### config.mk
export PLATFORM = sky130hd
export DESIGN_NAME = hmb_misc_regs
export DESIGN_NICKNAME = d
export VERILOG_FILES = /design/src/rtl/hmb_pkg.sv /design/src/rtl/hmb_buffer_map.sv /design/src/rtl/hmb_misc_regs.sv
export SDC_FILE = /design/constraint.sdc
export NUM_CORES = 1
export LEC_CHECK = 0
export BUFFER_PORTS_ARGS = -buffer_cell sky130_fd_sc_hd__buf_2
export CAP_MARGIN = 15
export CELL_PAD_IN_SITES_DETAIL_PLACEMENT = 2
export CELL_PAD_IN_SITES_GLOBAL_PLACEMENT = 2
export CORE_MARGIN = 2
export CORE_UTILIZATION = 31
export DETAILED_ROUTE_END_ITERATION = 10
export HOLD_SLACK_MARGIN = 0.15
export MAX_ROUTING_LAYER = met4
export PLACE_DENSITY_LB_ADDON = 0.1
export SLEW_MARGIN = 20
export SYNTH_ARGS = -nofsm -noshare
export SYNTH_HDL_FRONTEND = slang
export SYNTH_SLANG_ARGS = --single-unit
### constraint.sdc
create_clock -name clk -period 2.8 [get_ports clk]
set_input_delay 0.42 -clock clk [delete_from_list [all_inputs] [get_ports clk]]
set_output_delay 0.42 -clock clk [all_outputs]
set_load 0.02 [all_outputs]
### src/rtl/hmb_pkg.sv
// Constants shared by the host miscellaneous and buffer length register bank
//Contract
//Command 27h reads product code and revision
//Scratch word: write A8h, read 28h, zero reset
//Writing F6h via A9h resets host registers
//Soft reset leaves buffer memory contents alone
//Periodic length: write AAh, read 2Ah, zero reset
//Both periodic areas take the same length
//Async plus twice periodic within 1000h bytes
//Async length: write ABh, read 2Bh
//Other values to A9h change nothing
package hmb_pkg;

  localparam int unsigned HMB_DATA_W = 16;
  localparam int unsigned HMB_CODE_W = 8;
  localparam int unsigned HMB_SUM_W  = 18;

  // Read command codes
  localparam logic [7:0] HMB_RD_IDENTITY = 8'h27;
  localparam logic [7:0] HMB_RD_SCRATCH  = 8'h28;
  localparam logic [7:0] HMB_RD_PERIODIC = 8'h2a;
  localparam logic [7:0] HMB_RD_ASYNC    = 8'h2b;

  // Write command codes
  localparam logic [7:0] HMB_WR_SCRATCH  = 8'ha8;
  localparam logic [7:0] HMB_WR_SOFT_RST = 8'ha9;
  localparam logic [7:0] HMB_WR_PERIODIC = 8'haa;
  localparam logic [7:0] HMB_WR_ASYNC    = 8'hab;

  // Bit that marks a write command
  localparam int unsigned HMB_WRITE_BIT = 7;

  // Value that triggers a soft reset
  localparam logic [15:0] HMB_SOFT_RST_KEY = 16'h00f6;

  // Reset values and the unmapped read value
  localparam logic [15:0] HMB_SCRATCH_RST  = 16'h0000;
  localparam logic [15:0] HMB_PERIODIC_RST = 16'h0000;
  localparam logic [15:0] HMB_ASYNC_RST    = 16'h0000;
  localparam logic [15:0] HMB_RDATA_RST    = 16'h0000;
  localparam logic [15:0] HMB_UNMAPPED_VAL = 16'h0000;

  // Total buffer memory in bytes
  localparam logic [17:0] HMB_BUFFER_BYTES = 18'h01000;

  // Decoded command kinds
  typedef enum logic [2:0] {
    HMB_CMD_NONE     = 3'b000,
    HMB_CMD_IDENTITY = 3'b001,
    HMB_CMD_SCRATCH  = 3'b010,
    HMB_CMD_SOFT_RST = 3'b011,
    HMB_CMD_PERIODIC = 3'b100,
    HMB_CMD_ASYNC    = 3'b101
  } hmb_cmd_t;

endpackage : hmb_pkg

### src/rtl/hmb_buffer_map.sv
// Buffer memory area map derived from the programmed lengths
`timescale 1ns/1ns
`default_nettype none

module hmb_buffer_map
  import hmb_pkg::*;
(
  input  wire logic        clk,
  input  wire logic        rst,
  input  wire logic [15:0] periodicLen,
  input  wire logic [15:0] asyncLen,
  output logic      [15:0] periodic0Base,
  output logic      [15:0] periodic1Base,
  output logic      [15:0] asyncBase,
  output logic      [17:0] bufferBytesUsed,
  output logic             lengthOverflow
);

  logic [17:0] next_periodic1;
  logic [17:0] next_async;
  logic [17:0] next_used;

  // Periodic area 1 follows area 0, async area follows both
  always_comb begin
    next_periodic1 = {2'b00, periodicLen};
    next_async     = next_periodic1 + {2'b00, periodicLen};
    next_used      = next_async + {2'b00, asyncLen};
  end

  // Registered area bases and usage
  always_ff @(posedge clk) begin
    if (rst) begin
      periodic0Base   <= 16'h0000;
      periodic1Base   <= 16'h0000;
      asyncBase       <= 16'h0000;
      bufferBytesUsed <= 18'h00000;
    end else begin
      periodic0Base   <= 16'h0000;
      periodic1Base   <= next_periodic1[15:0];
      asyncBase       <= next_async[15:0];
      bufferBytesUsed <= next_used;
    end
  end

  // Flag a programming that does not fit the buffer memory
  always_ff @(posedge clk) begin
    if (rst) begin
      lengthOverflow <= 1'b0;
    end else begin
      lengthOverflow <= (next_used > HMB_BUFFER_BYTES);
    end
  end

endmodule : hmb_buffer_map

`default_nettype wire

### src/rtl/hmb_misc_regs.sv
// Host miscellaneous and buffer length register bank behind the command port
`timescale 1ns/1ns
`default_nettype none

module hmb_misc_regs
  import hmb_pkg::*;
#(
  // Arbitrary neutral identity values
  parameter logic [7:0] PRODUCT_CODE  = 8'h5a,
  parameter logic [7:0] REVISION_CODE = 8'h01
)
(
  // Clock and synchronous reset
  input  wire logic        clk,
  input  wire logic        rst,
  // Command port from the microprocessor
  input  wire logic        cmdStrobe,
  input  wire logic [7:0]  cmdCode,
  input  wire logic [15:0] cmdWrData,
  // Read answer and status pulses
  output logic      [15:0] rdData,
  output logic             rdValid,
  output logic             cmdUnknown,
  output logic             hostSoftReset,
  // Programmed lengths and buffer area map
  output logic      [15:0] periodicBufferLength,
  output logic      [15:0] asyncBufferLength,
  output logic      [15:0] periodic0Base,
  output logic      [15:0] periodic1Base,
  output logic      [15:0] asyncBase,
  output logic      [17:0] bufferBytesUsed,
  output logic             lengthOverflow
);

  // Command decode and strobes
  hmb_cmd_t    cmdKind;
  logic        isWrite;
  logic        wrStrobe;
  logic        rdStrobe;
  logic        wrScratch;
  logic        wrPeriodic;
  logic        wrAsync;
  logic        softResetHit;
  logic        regReset;

  // Register storage and read path
  logic [15:0] softwareScratchWord;
  logic [15:0] partIdentityWord;
  logic [15:0] next_rdData;
  logic        next_unknown;

  // Identity word: product code high, revision low
  assign partIdentityWord = {PRODUCT_CODE, REVISION_CODE};

  // Split the command into direction and strobe
  assign isWrite  = cmdCode[HMB_WRITE_BIT];
  assign wrStrobe = cmdStrobe & isWrite;
  assign rdStrobe = cmdStrobe & ~isWrite;

  // Decode the command code against both directions
  always_comb begin
    cmdKind = HMB_CMD_NONE;
    case (cmdCode)
      HMB_RD_IDENTITY: begin
        cmdKind = HMB_CMD_IDENTITY;
      end
      HMB_RD_SCRATCH, HMB_WR_SCRATCH: begin
        cmdKind = HMB_CMD_SCRATCH;
      end
      HMB_WR_SOFT_RST: begin
        cmdKind = HMB_CMD_SOFT_RST;
      end
      HMB_RD_PERIODIC, HMB_WR_PERIODIC: begin
        cmdKind = HMB_CMD_PERIODIC;
      end
      HMB_RD_ASYNC, HMB_WR_ASYNC: begin
        cmdKind = HMB_CMD_ASYNC;
      end
      default: begin
        cmdKind = HMB_CMD_NONE;
      end
    endcase
  end

  // Per-register write enables; reads and unserved codes enable nothing
  always_comb begin
    wrScratch  = 1'b0;
    wrPeriodic = 1'b0;
    wrAsync    = 1'b0;
    if (wrStrobe) begin
      case (cmdKind)
        HMB_CMD_SCRATCH: begin
          wrScratch = 1'b1;
        end
        HMB_CMD_PERIODIC: begin
          wrPeriodic = 1'b1;
        end
        HMB_CMD_ASYNC: begin
          wrAsync = 1'b1;
        end
        default: begin
          wrScratch = 1'b0;
        end
      endcase
    end
  end

  // Soft reset fires only on the key value, others are ignored
  assign softResetHit = wrStrobe
                        && (cmdKind == HMB_CMD_SOFT_RST)
                        && (cmdWrData == HMB_SOFT_RST_KEY);

  // Registers return to reset on hardware or soft reset
  assign regReset = rst | softResetHit;

  // Soft reset pulse to the rest of the host side; buffer memory is not wired to it
  always_ff @(posedge clk) begin
    if (rst) begin
      hostSoftReset <= 1'b0;
    end else begin
      hostSoftReset <= softResetHit;
    end
  end

  // Scratch word storage
  always_ff @(posedge clk) begin
    if (regReset) begin
      softwareScratchWord <= HMB_SCRATCH_RST;
    end else if (wrScratch) begin
      softwareScratchWord <= cmdWrData;
    end
  end

  // Periodic list buffer length, shared by both periodic areas
  always_ff @(posedge clk) begin
    if (regReset) begin
      periodicBufferLength <= HMB_PERIODIC_RST;
    end else if (wrPeriodic) begin
      periodicBufferLength <= cmdWrData;
    end
  end

  // Async list buffer length
  always_ff @(posedge clk) begin
    if (regReset) begin
      asyncBufferLength <= HMB_ASYNC_RST;
    end else if (wrAsync) begin
      asyncBufferLength <= cmdWrData;
    end
  end

  // Read data selection; write-only and unmapped codes read as zero
  always_comb begin
    next_rdData  = HMB_UNMAPPED_VAL;
    next_unknown = 1'b0;
    case (cmdKind)
      HMB_CMD_IDENTITY: begin
        next_rdData = partIdentityWord;
      end
      HMB_CMD_SCRATCH: begin
        next_rdData = softwareScratchWord;
      end
      HMB_CMD_PERIODIC: begin
        next_rdData = periodicBufferLength;
      end
      HMB_CMD_ASYNC: begin
        next_rdData = asyncBufferLength;
      end
      HMB_CMD_SOFT_RST: begin
        next_rdData  = HMB_UNMAPPED_VAL;
        next_unknown = ~isWrite;
      end
      HMB_CMD_NONE: begin
        next_rdData  = HMB_UNMAPPED_VAL;
        next_unknown = 1'b1;
      end
      default: begin
        next_rdData  = HMB_UNMAPPED_VAL;
        next_unknown = 1'b1;
      end
    endcase
  end

  // Read answer valid one cycle after the read strobe
  always_ff @(posedge clk) begin
    if (rst) begin
      rdValid <= 1'b0;
    end else begin
      rdValid <= rdStrobe;
    end
  end

  // Read data register, held until the next read
  always_ff @(posedge clk) begin
    if (rst) begin
      rdData <= HMB_RDATA_RST;
    end else if (rdStrobe) begin
      rdData <= next_rdData;
    end
  end

  // Pulse for any command code this bank does not serve
  always_ff @(posedge clk) begin
    if (rst) begin
      cmdUnknown <= 1'b0;
    end else begin
      cmdUnknown <= cmdStrobe & next_unknown;
    end
  end

  // Area map of the buffer memory from the two lengths
  hmb_buffer_map uMap (
    .clk             (clk),
    .rst             (rst),
    .periodicLen     (periodicBufferLength),
    .asyncLen        (asyncBufferLength),
    .periodic0Base   (periodic0Base),
    .periodic1Base   (periodic1Base),
    .asyncBase       (asyncBase),
    .bufferBytesUsed (bufferBytesUsed),
    .lengthOverflow  (lengthOverflow)
  );

endmodule : hmb_misc_regs

`default_nettype wire

==> summary.md, run 1 <==
| Metric | Value |
|---|---|
| Flop pwr share | `46.9%` |
| GPL Wtd Cong | `0.813` |
| Fin Clk Skew | `0.00531 ns` |
| Hold path depth | `3` |
| Final design utilization | `38.3%` |
| Crit-path cells | `ha_1, fa_1, a21oi_2, o211ai_2, o221ai_2, o311ai_4, or3_1, a31oi_1, o2111ai_1` |
| Num CTS Buffers | `9` |
| DR pass1 iterations | `4` |
| Endpoint class of the critical path | `flip-flop` |
| Htree depth | `3` |
| DR vias/cell | `4.84` |
| Drt total wl | `15.4 mm` |
| Worst reg2reg path endpoint | `uMap.lengthOverflow` |
| FF-to-FF Start | `asyncBufferLength[1]` |
| Slowest-stage cell, CP | `fa_1` |
| Cells after synthesis | `512` |
| Final worst setup slack | `0.259 ns` |
| Worst min path class | `in -> reg` |
| Cts repair resizes | `0` |
| Post-synth top area cell | `dfxtp_1` |
| Layout cell share with drive strength beyond 1 | `28.7%` |
| Max-slew headroom | `52.8%` |
| Starting Density | `31.8%` |
| WS Path Type | `reg -> reg` |
| # diodes | `0` |
| Vias in the first global route | `4371` |
| Period utilization | `90.7%` |
| Reg2Reg Setup Slack | `0.26 ns` |
| Seq cells post-synth | `102` |
| Min-delay src | `cmdWrData[14]` |
| Peak Freq | `0.394 GHz` |
| FP Rows | `45` |
| Filler Cells Inserted | `1688` |
| Maximum VDD drop | `0.297 mV` |
| Maximum fanout along the worst path | `5` |
| Maximum clock path buffer count | `2` |
| CORE AREA | `0.0153 mm2` |
| Mapped Area | `0.00484 mm2` |
| Most common cell in the netlist | `dfxtp_1` |
| Comb power frac | `4.9%` |
| Leakage | `2.89 nW` |
| Post-DP Area | `0.00549 mm2` |
| Endpoints failing setup | `0` |
| Total placed cells including tap cells | `819` |
| Global-route usage over all layers | `19.5%` |
| Final hold vios | `0` |
| Die area | `0.0166 mm2` |
| Largest net degree at the start of global routing | `33` |
| Initial antenna violation count | `0` |
| Hpwl dp | `11.7 mm` |
| Slew Viols, Final | `0` |
| Hold Buf Count CTS | `0` |
| Syn_area_per_cell | `9.46 um2` |
| Switch Pwr | `0.675 mW` |
| Top_reg_cell synth | `dfxtp_1` |
| Root Buffer | `clkbuf_16` |
| Clock latency on the worst-skew pair | `0.35 ns` |
| Die width | `129 um` |
| P per Cell Area | `532 mW/mm2` |
| Setup slack at placement | `0.262 ns` |
| Remaining DRCs | `0` |
| CTS tree | `yes` |
| Max-Cap Viols | `0` |
| Min Tclk post-route | `2.54 ns` |
| Top cell type's share of synthesized area | `42.1%` |
| Sink Count | `102` |
| Nets@finish | `662` |
| RSZ-0062 raised after global routing | `no` |
| Switching Fraction | `21.7%` |
| Worst-path clk slew | `0.07 ns` |
| I/O pins | `145` |
| Post-route antenna net violation count | `0` |
| First-iteration detailed-routing DRC count | `136` |
| PortBufs | `127` |
| Global-route wire length before repair | `24.1 mm` |
| Clock power frac | `48.2%` |
| Cell variety after synth | `61` |
| Worst Tran Pin Value | `0.707 ns` |
| Crit-path max cell delay | `0.43 ns` |
| CP startpoint kind | `flip-flop` |
| Synth top cells by count | `dfxtp_1 (102), nor2_1 (96), mux2i_1 (49)` |
| CP arrival | `2.76 ns` |
| Async S/R FF share, synth | `0%` |
| Total number of vias | `4037` |
| Area Overhead vs Synth | `20.8%` |
| Die Y | `129 um` |
| Post-CTS Setup Bufs | `0` |
| WL/cell | `18.4 um` |
| Ys Warns | `0` |
| Sequential share of the synthesized area | `42.1%` |
| Layout Cells excl Fill | `834` |
| Synth top area cells | `dfxtp_1 (42%), mux2i_1 (10%), nor2_1 (7.4%), buf_4 (5.7%), ha_1 (3.9%)` |
| Critical Path RT | `3.02 ns` |
| Status | `complete, no violations` |
| Number of synthesized flops with an enable pin | `0` |
| Internal Power | `2.44 mW` |
| Setup TNS | `0 ns` |
| Design Area, Final | `0.00585 mm2` |
| Reg2reg path depth | `9` |
| Hold Path End | `asyncBufferLength[14]` |
| Grt ovf | `0` |
==> power groups by stage <==
stage               clock [mW]  sequential [mW]  combinational [mW]
global route              1.59             1.46               0.166
floorplan                    0             1.50               0.101
CTS                       1.54             1.46               0.154
detailed placement           0             1.49               0.153
finish                    1.50             1.46               0.153
global placement             0             1.49               0.150
==> layout by cell type, fill, tap and decap left out, types with 3 or more instances in the layout <==
cell,instances
mux2_2,16
a31oi_1,4
nor2b_1,22
a21o_1,4
a211o_1,3
and3_1,6
o211a_1,6
mux2i_1,49
clkbuf_16,9
clkbuf_8,3
xnor2_1,4
buf_2,127
nor2_1,95
ha_1,15
or3_1,4
conb_1,17
a22oi_1,16
dfxtp_1,102
nand2_1,14
buf_4,10
nand3_1,10
xor2_1,3
bufinv_16,3
inv_1,9
o21ai_0,13
a21oi_1,17
==> worst max path at each step <==
| stage | startpoint | endpoint | slack [ns] | depth (start not counted) |
|---|---|---|---|---|
| finish | asyncBufferLength[1] | uMap.lengthOverflow | 0.26 | 9 |
| CTS | periodicBufferLength[6] | uMap.lengthOverflow | 0.24 | 8 |
| floorplan | periodicBufferLength[0] | uMap.lengthOverflow | 0.37 | 9 |
| detailed placement | asyncBufferLength[1] | uMap.lengthOverflow | 0.26 | 9 |
| global route | periodicBufferLength[6] | uMap.lengthOverflow | 0.07 | 8 |
| global placement | periodicBufferLength[6] | uMap.lengthOverflow | 0.24 | 8 |
==> flip-flops by register name (all words and copies together) (netlist names) <==
name and flops:
cmdUnknown 1, uMap.asyncBase 14, hostSoftReset 1, softwareScratchWord 16, rdValid 1, uMap.periodic1Base 2, uMap.bufferBytesUsed 18, uMap.lengthOverflow 1
rdData 16, asyncBufferLength 16, periodicBufferLength 16
==> critical path, delay by kind of cell, from the launching register on <==
| kind | cells | cell delay, ns |
|---|---|---|
| compound gates | 6 | 1.08 |
| simple gates | 1 | 0.34 |
| fa+ha+maj | 2 | 0.65 |
| flops | 1 | 0.34 |
==> routing by layer <==
| metal | track usage [%] | vias up | routed length, um |
|---|---|---|---|
| li1 | - | 1944 | - |
| met1 | 24.4 | 2003 | 7210 |
| met2 | 32.5 | 77 | 7540 |
| met3 | 2.56 | 13 | 371 |
| met4 | 6.65 | 0 | 233 |
| met5 | - | - | 0 |
==> through the flow <==
step,hold slack [ns],total power [mW]
global route,0.377,3.22
detailed placement,0.483,1.65
floorplan,0.461,1.60
global placement,0.472,1.64
finish,0.358,3.11
CTS,0.347,3.16
==> final cells by class <==
cell class	instances	area [um2]	area share, %
multi-input cells	360	2440	41.8
flip-flops and latches	102	2040	34.9
repair buffers	137	711	12.1
clock buffers	12	267	4.56
well taps	211	264	4.51
clock inverters	3	90.1	1.54
inverters	9	33.8	0.577
==> kinds of logic (layout without fill, tap and decap cells) <==
family	count (synthesis)	in the layout	synth area share [%]
other	1	17	0.0774
DFF	102	102	42.1
and+or+nand+nor	171	171	16.8
adders and majority gates	16	16	4.29
buffers and inverters	66	161	8.70
xor gates and xnor gates	7	7	1.27
AOI/OAI and AO/OA	84	84	12.9
muxes	65	65	13.8
No activity file was read; power rests on OpenSTA's default activity.
==> inputs of run 2 (changes only) <==
==> constraint.sdc (replaced) <==
create_clock -name clk -period 2.8 [get_ports clk]
set_input_delay 0.28 -clock clk [delete_from_list [all_inputs] [get_ports clk]]
set_output_delay 0.28 -clock clk [all_outputs]
set_load 0.02 [all_outputs]
==> run 2 against run 1 <==
Against the previous run:
- combinational power hardly changed
- sequential cell count stayed put
- count of clock-buffer cells in the layout is 1 higher
- worst hold slack worse by 0.14 ns
==> summary.md, run 2 (synthesized netlist as in run 1, its figures left out) <==
| Metric | Value |
|---|---|
| Max FFs per register | `18 (unchanged)` |
| Layout cell share with drive strength beyond 1 | `29.0% (+0.32 points)` |
| CORE AREA | `0.0153 mm2 (unchanged)` |
| Cts repair resizes | `0 (unchanged)` |
| Vias in the first global route | `4232 (-3.2%)` |
| Period utilization | `91.3% (+0.60 points)` |
| Filler Cells Inserted | `1682 (-0.36%)` |
| Clock latency on the worst-skew pair | `0.35 ns (about the same)` |
| Most flops, register | `uMap.bufferBytesUsed` |
| P per Cell Area | `509 mW/mm2 (-4.4%)` |
| Peak Freq | `0.391 GHz (-0.66%)` |
| Worst-path clk slew | `0.07 ns (about the same)` |
| Reg2reg path depth | `9 (unchanged)` |
| Hpwl dp | `11.8 mm (+1.2%)` |
| CP startpoint kind | `flip-flop` |
| Die width | `129 um (unchanged)` |
| FP Rows | `45 (unchanged)` |
| Status | `complete, no violations` |
| Slew Viols, Final | `0 (unchanged)` |
| Maximum fanout along the worst path | `5 (unchanged)` |
| Worst min path class | `in -> reg` |
| Global-route usage over all layers | `19.3% (-0.22 points)` |
| Maximum VDD drop | `0.289 mV (-2.7%)` |
| Nets@finish | `668 (+0.91%)` |
| Leakage | `2.91 nW (+0.48%)` |
| CP arrival | `2.78 ns (+0.02 ns)` |
| Hold path depth | `3 (unchanged)` |
| Fin Clk Skew | `0.00648 ns (+0.00117 ns)` |
| Final design utilization | `38.5% (+0.12 points)` |
| # diodes | `0 (unchanged)` |
| Max-Cap Viols | `0 (unchanged)` |
| Endpoint class of the critical path | `flip-flop` |
| WL/cell | `18.1 um (-1.9%)` |
| DR pass1 iterations | `4 (unchanged)` |
| Grt ovf | `0 (unchanged)` |
| First-iteration detailed-routing DRC count | `164 (+21%)` |
| Sink Count | `102 (unchanged)` |
| WS Path Type | `reg -> reg` |
| Final worst setup slack | `0.242 ns (-0.0168 ns)` |
| I/O pins | `145 (unchanged)` |
| DR vias/cell | `4.85 (+0.25%)` |
| Global-route wire length before repair | `23.8 mm (-1.3%)` |
| Commonest non-fill, non-tap cell in the layout | `buf_2` |
| Hold Buf Count CTS | `0 (unchanged)` |
| Root Buffer | `clkbuf_16` |
| Setup TNS | `0 ns (unchanged)` |
| Endpoints failing setup | `0 (unchanged)` |
| Drt total wl | `15.2 mm (-1.1%)` |
| Starting Density | `31.8% (unchanged)` |
| Worst Tran Pin Value | `0.701 ns (-0.00602 ns)` |
| PortBufs | `127 (unchanged)` |
| Hold WS | `0.218 ns (-0.140 ns)` |
| Post-CTS Setup Bufs | `0 (unchanged)` |
| RSZ-0062 raised after global routing | `no` |
| Final hold vios | `0 (unchanged)` |
| Max-slew headroom | `53.2% (+0.40 points)` |
| Setup slack at placement | `0.258 ns (-0.00375 ns)` |
| Min Tclk post-route | `2.56 ns (+0.0168 ns)` |
| Die area | `0.0166 mm2 (unchanged)` |
| Area Overhead vs Synth | `21.2%` |
| Htree depth | `3 (unchanged)` |
| CTS tree | `yes` |
| Critical Path RT | `3.02 ns (about the same)` |
| Remaining DRCs | `0 (unchanged)` |
| Num CTS Buffers | `9 (unchanged)` |
| Initial antenna violation count | `0 (unchanged)` |
| GPL Wtd Cong | `0.846 (+4.1%)` |
| Maximum clock path buffer count | `2 (unchanged)` |
| Largest net degree at the start of global routing | `42 (+27%)` |
| Most frequent cells in the layout | `buf_2 (127), dfxtp_1 (102), nor2_1 (95), mux2i_1 (49), nor2b_1 (22)` |
| Die Y | `129 um (unchanged)` |
| Post-route antenna net violation count | `0 (unchanged)` |
| Total number of vias | `4081 (+1.1%)` |
[run 2: per-stage QoR]
step           power, mW  cell area (um2)  cells
2_1_floorplan       1.60             4900    528
3_3_place_gp        1.64             5550    825
3_5_place_dp        1.65             5550    825
4_1_cts             3.02             5870    841
5_1_grt             3.10             5870    841
6_report            2.99             5870    841
[run 2: worst paths after layout]
path                              from  slack, ns                    to
setup / recovery  asyncBufferLength[1]       0.24   uMap.lengthOverflow
hold reg to reg              rdData[6]       0.49             rdData[6]
hold / removal            cmdWrData[4]       0.22  asyncBufferLength[4]
setup reg to reg  asyncBufferLength[1]       0.24   uMap.lengthOverflow
[run 2: final cells by class]
type	count	area [um2]	area share, %
multi-input cells	360	2440	41.6
repair buffers	143	768	13.1
well taps	211	264	4.50
clock inverters	3	67.6	1.15
flip-flops and latches	102	2040	34.8
clock buffers	13	250	4.26
inverters	9	33.8	0.576
[run 2: power by group]
group	leakage [nW]	switching [mW]	internal, mW
clock network	0.150	0.565	0.810
registers	0.822	0.00364	1.46
logic	1.93	0.113	0.0399
total	2.91	0.681	2.31
[run 2: worst max-delay path, stage by stage, from the launching register on]
cell,delay (ns)
dfxtp_1,0.34
ha_1,0.23
fa_1,0.43
a21oi_2,0.25
o211ai_2,0.14
o221ai_2,0.28
o311ai_4,0.14
or3_1,0.34
a31oi_1,0.14
o2111ai_1,0.13
[run 2: routing by layer]
| metal | vias to the layer above | GRT usage (%) | part of all wire [%] |
|---|---|---|---|
| li1 | 1961 | - | - |
| met1 | 2019 | 24.4 | 48 |
| met2 | 82 | 31.4 | 47 |
| met3 | 19 | 2.73 | 2.9 |
| met4 | 0 | 7.03 | 1.8 |
| met5 | - | - | 0 |
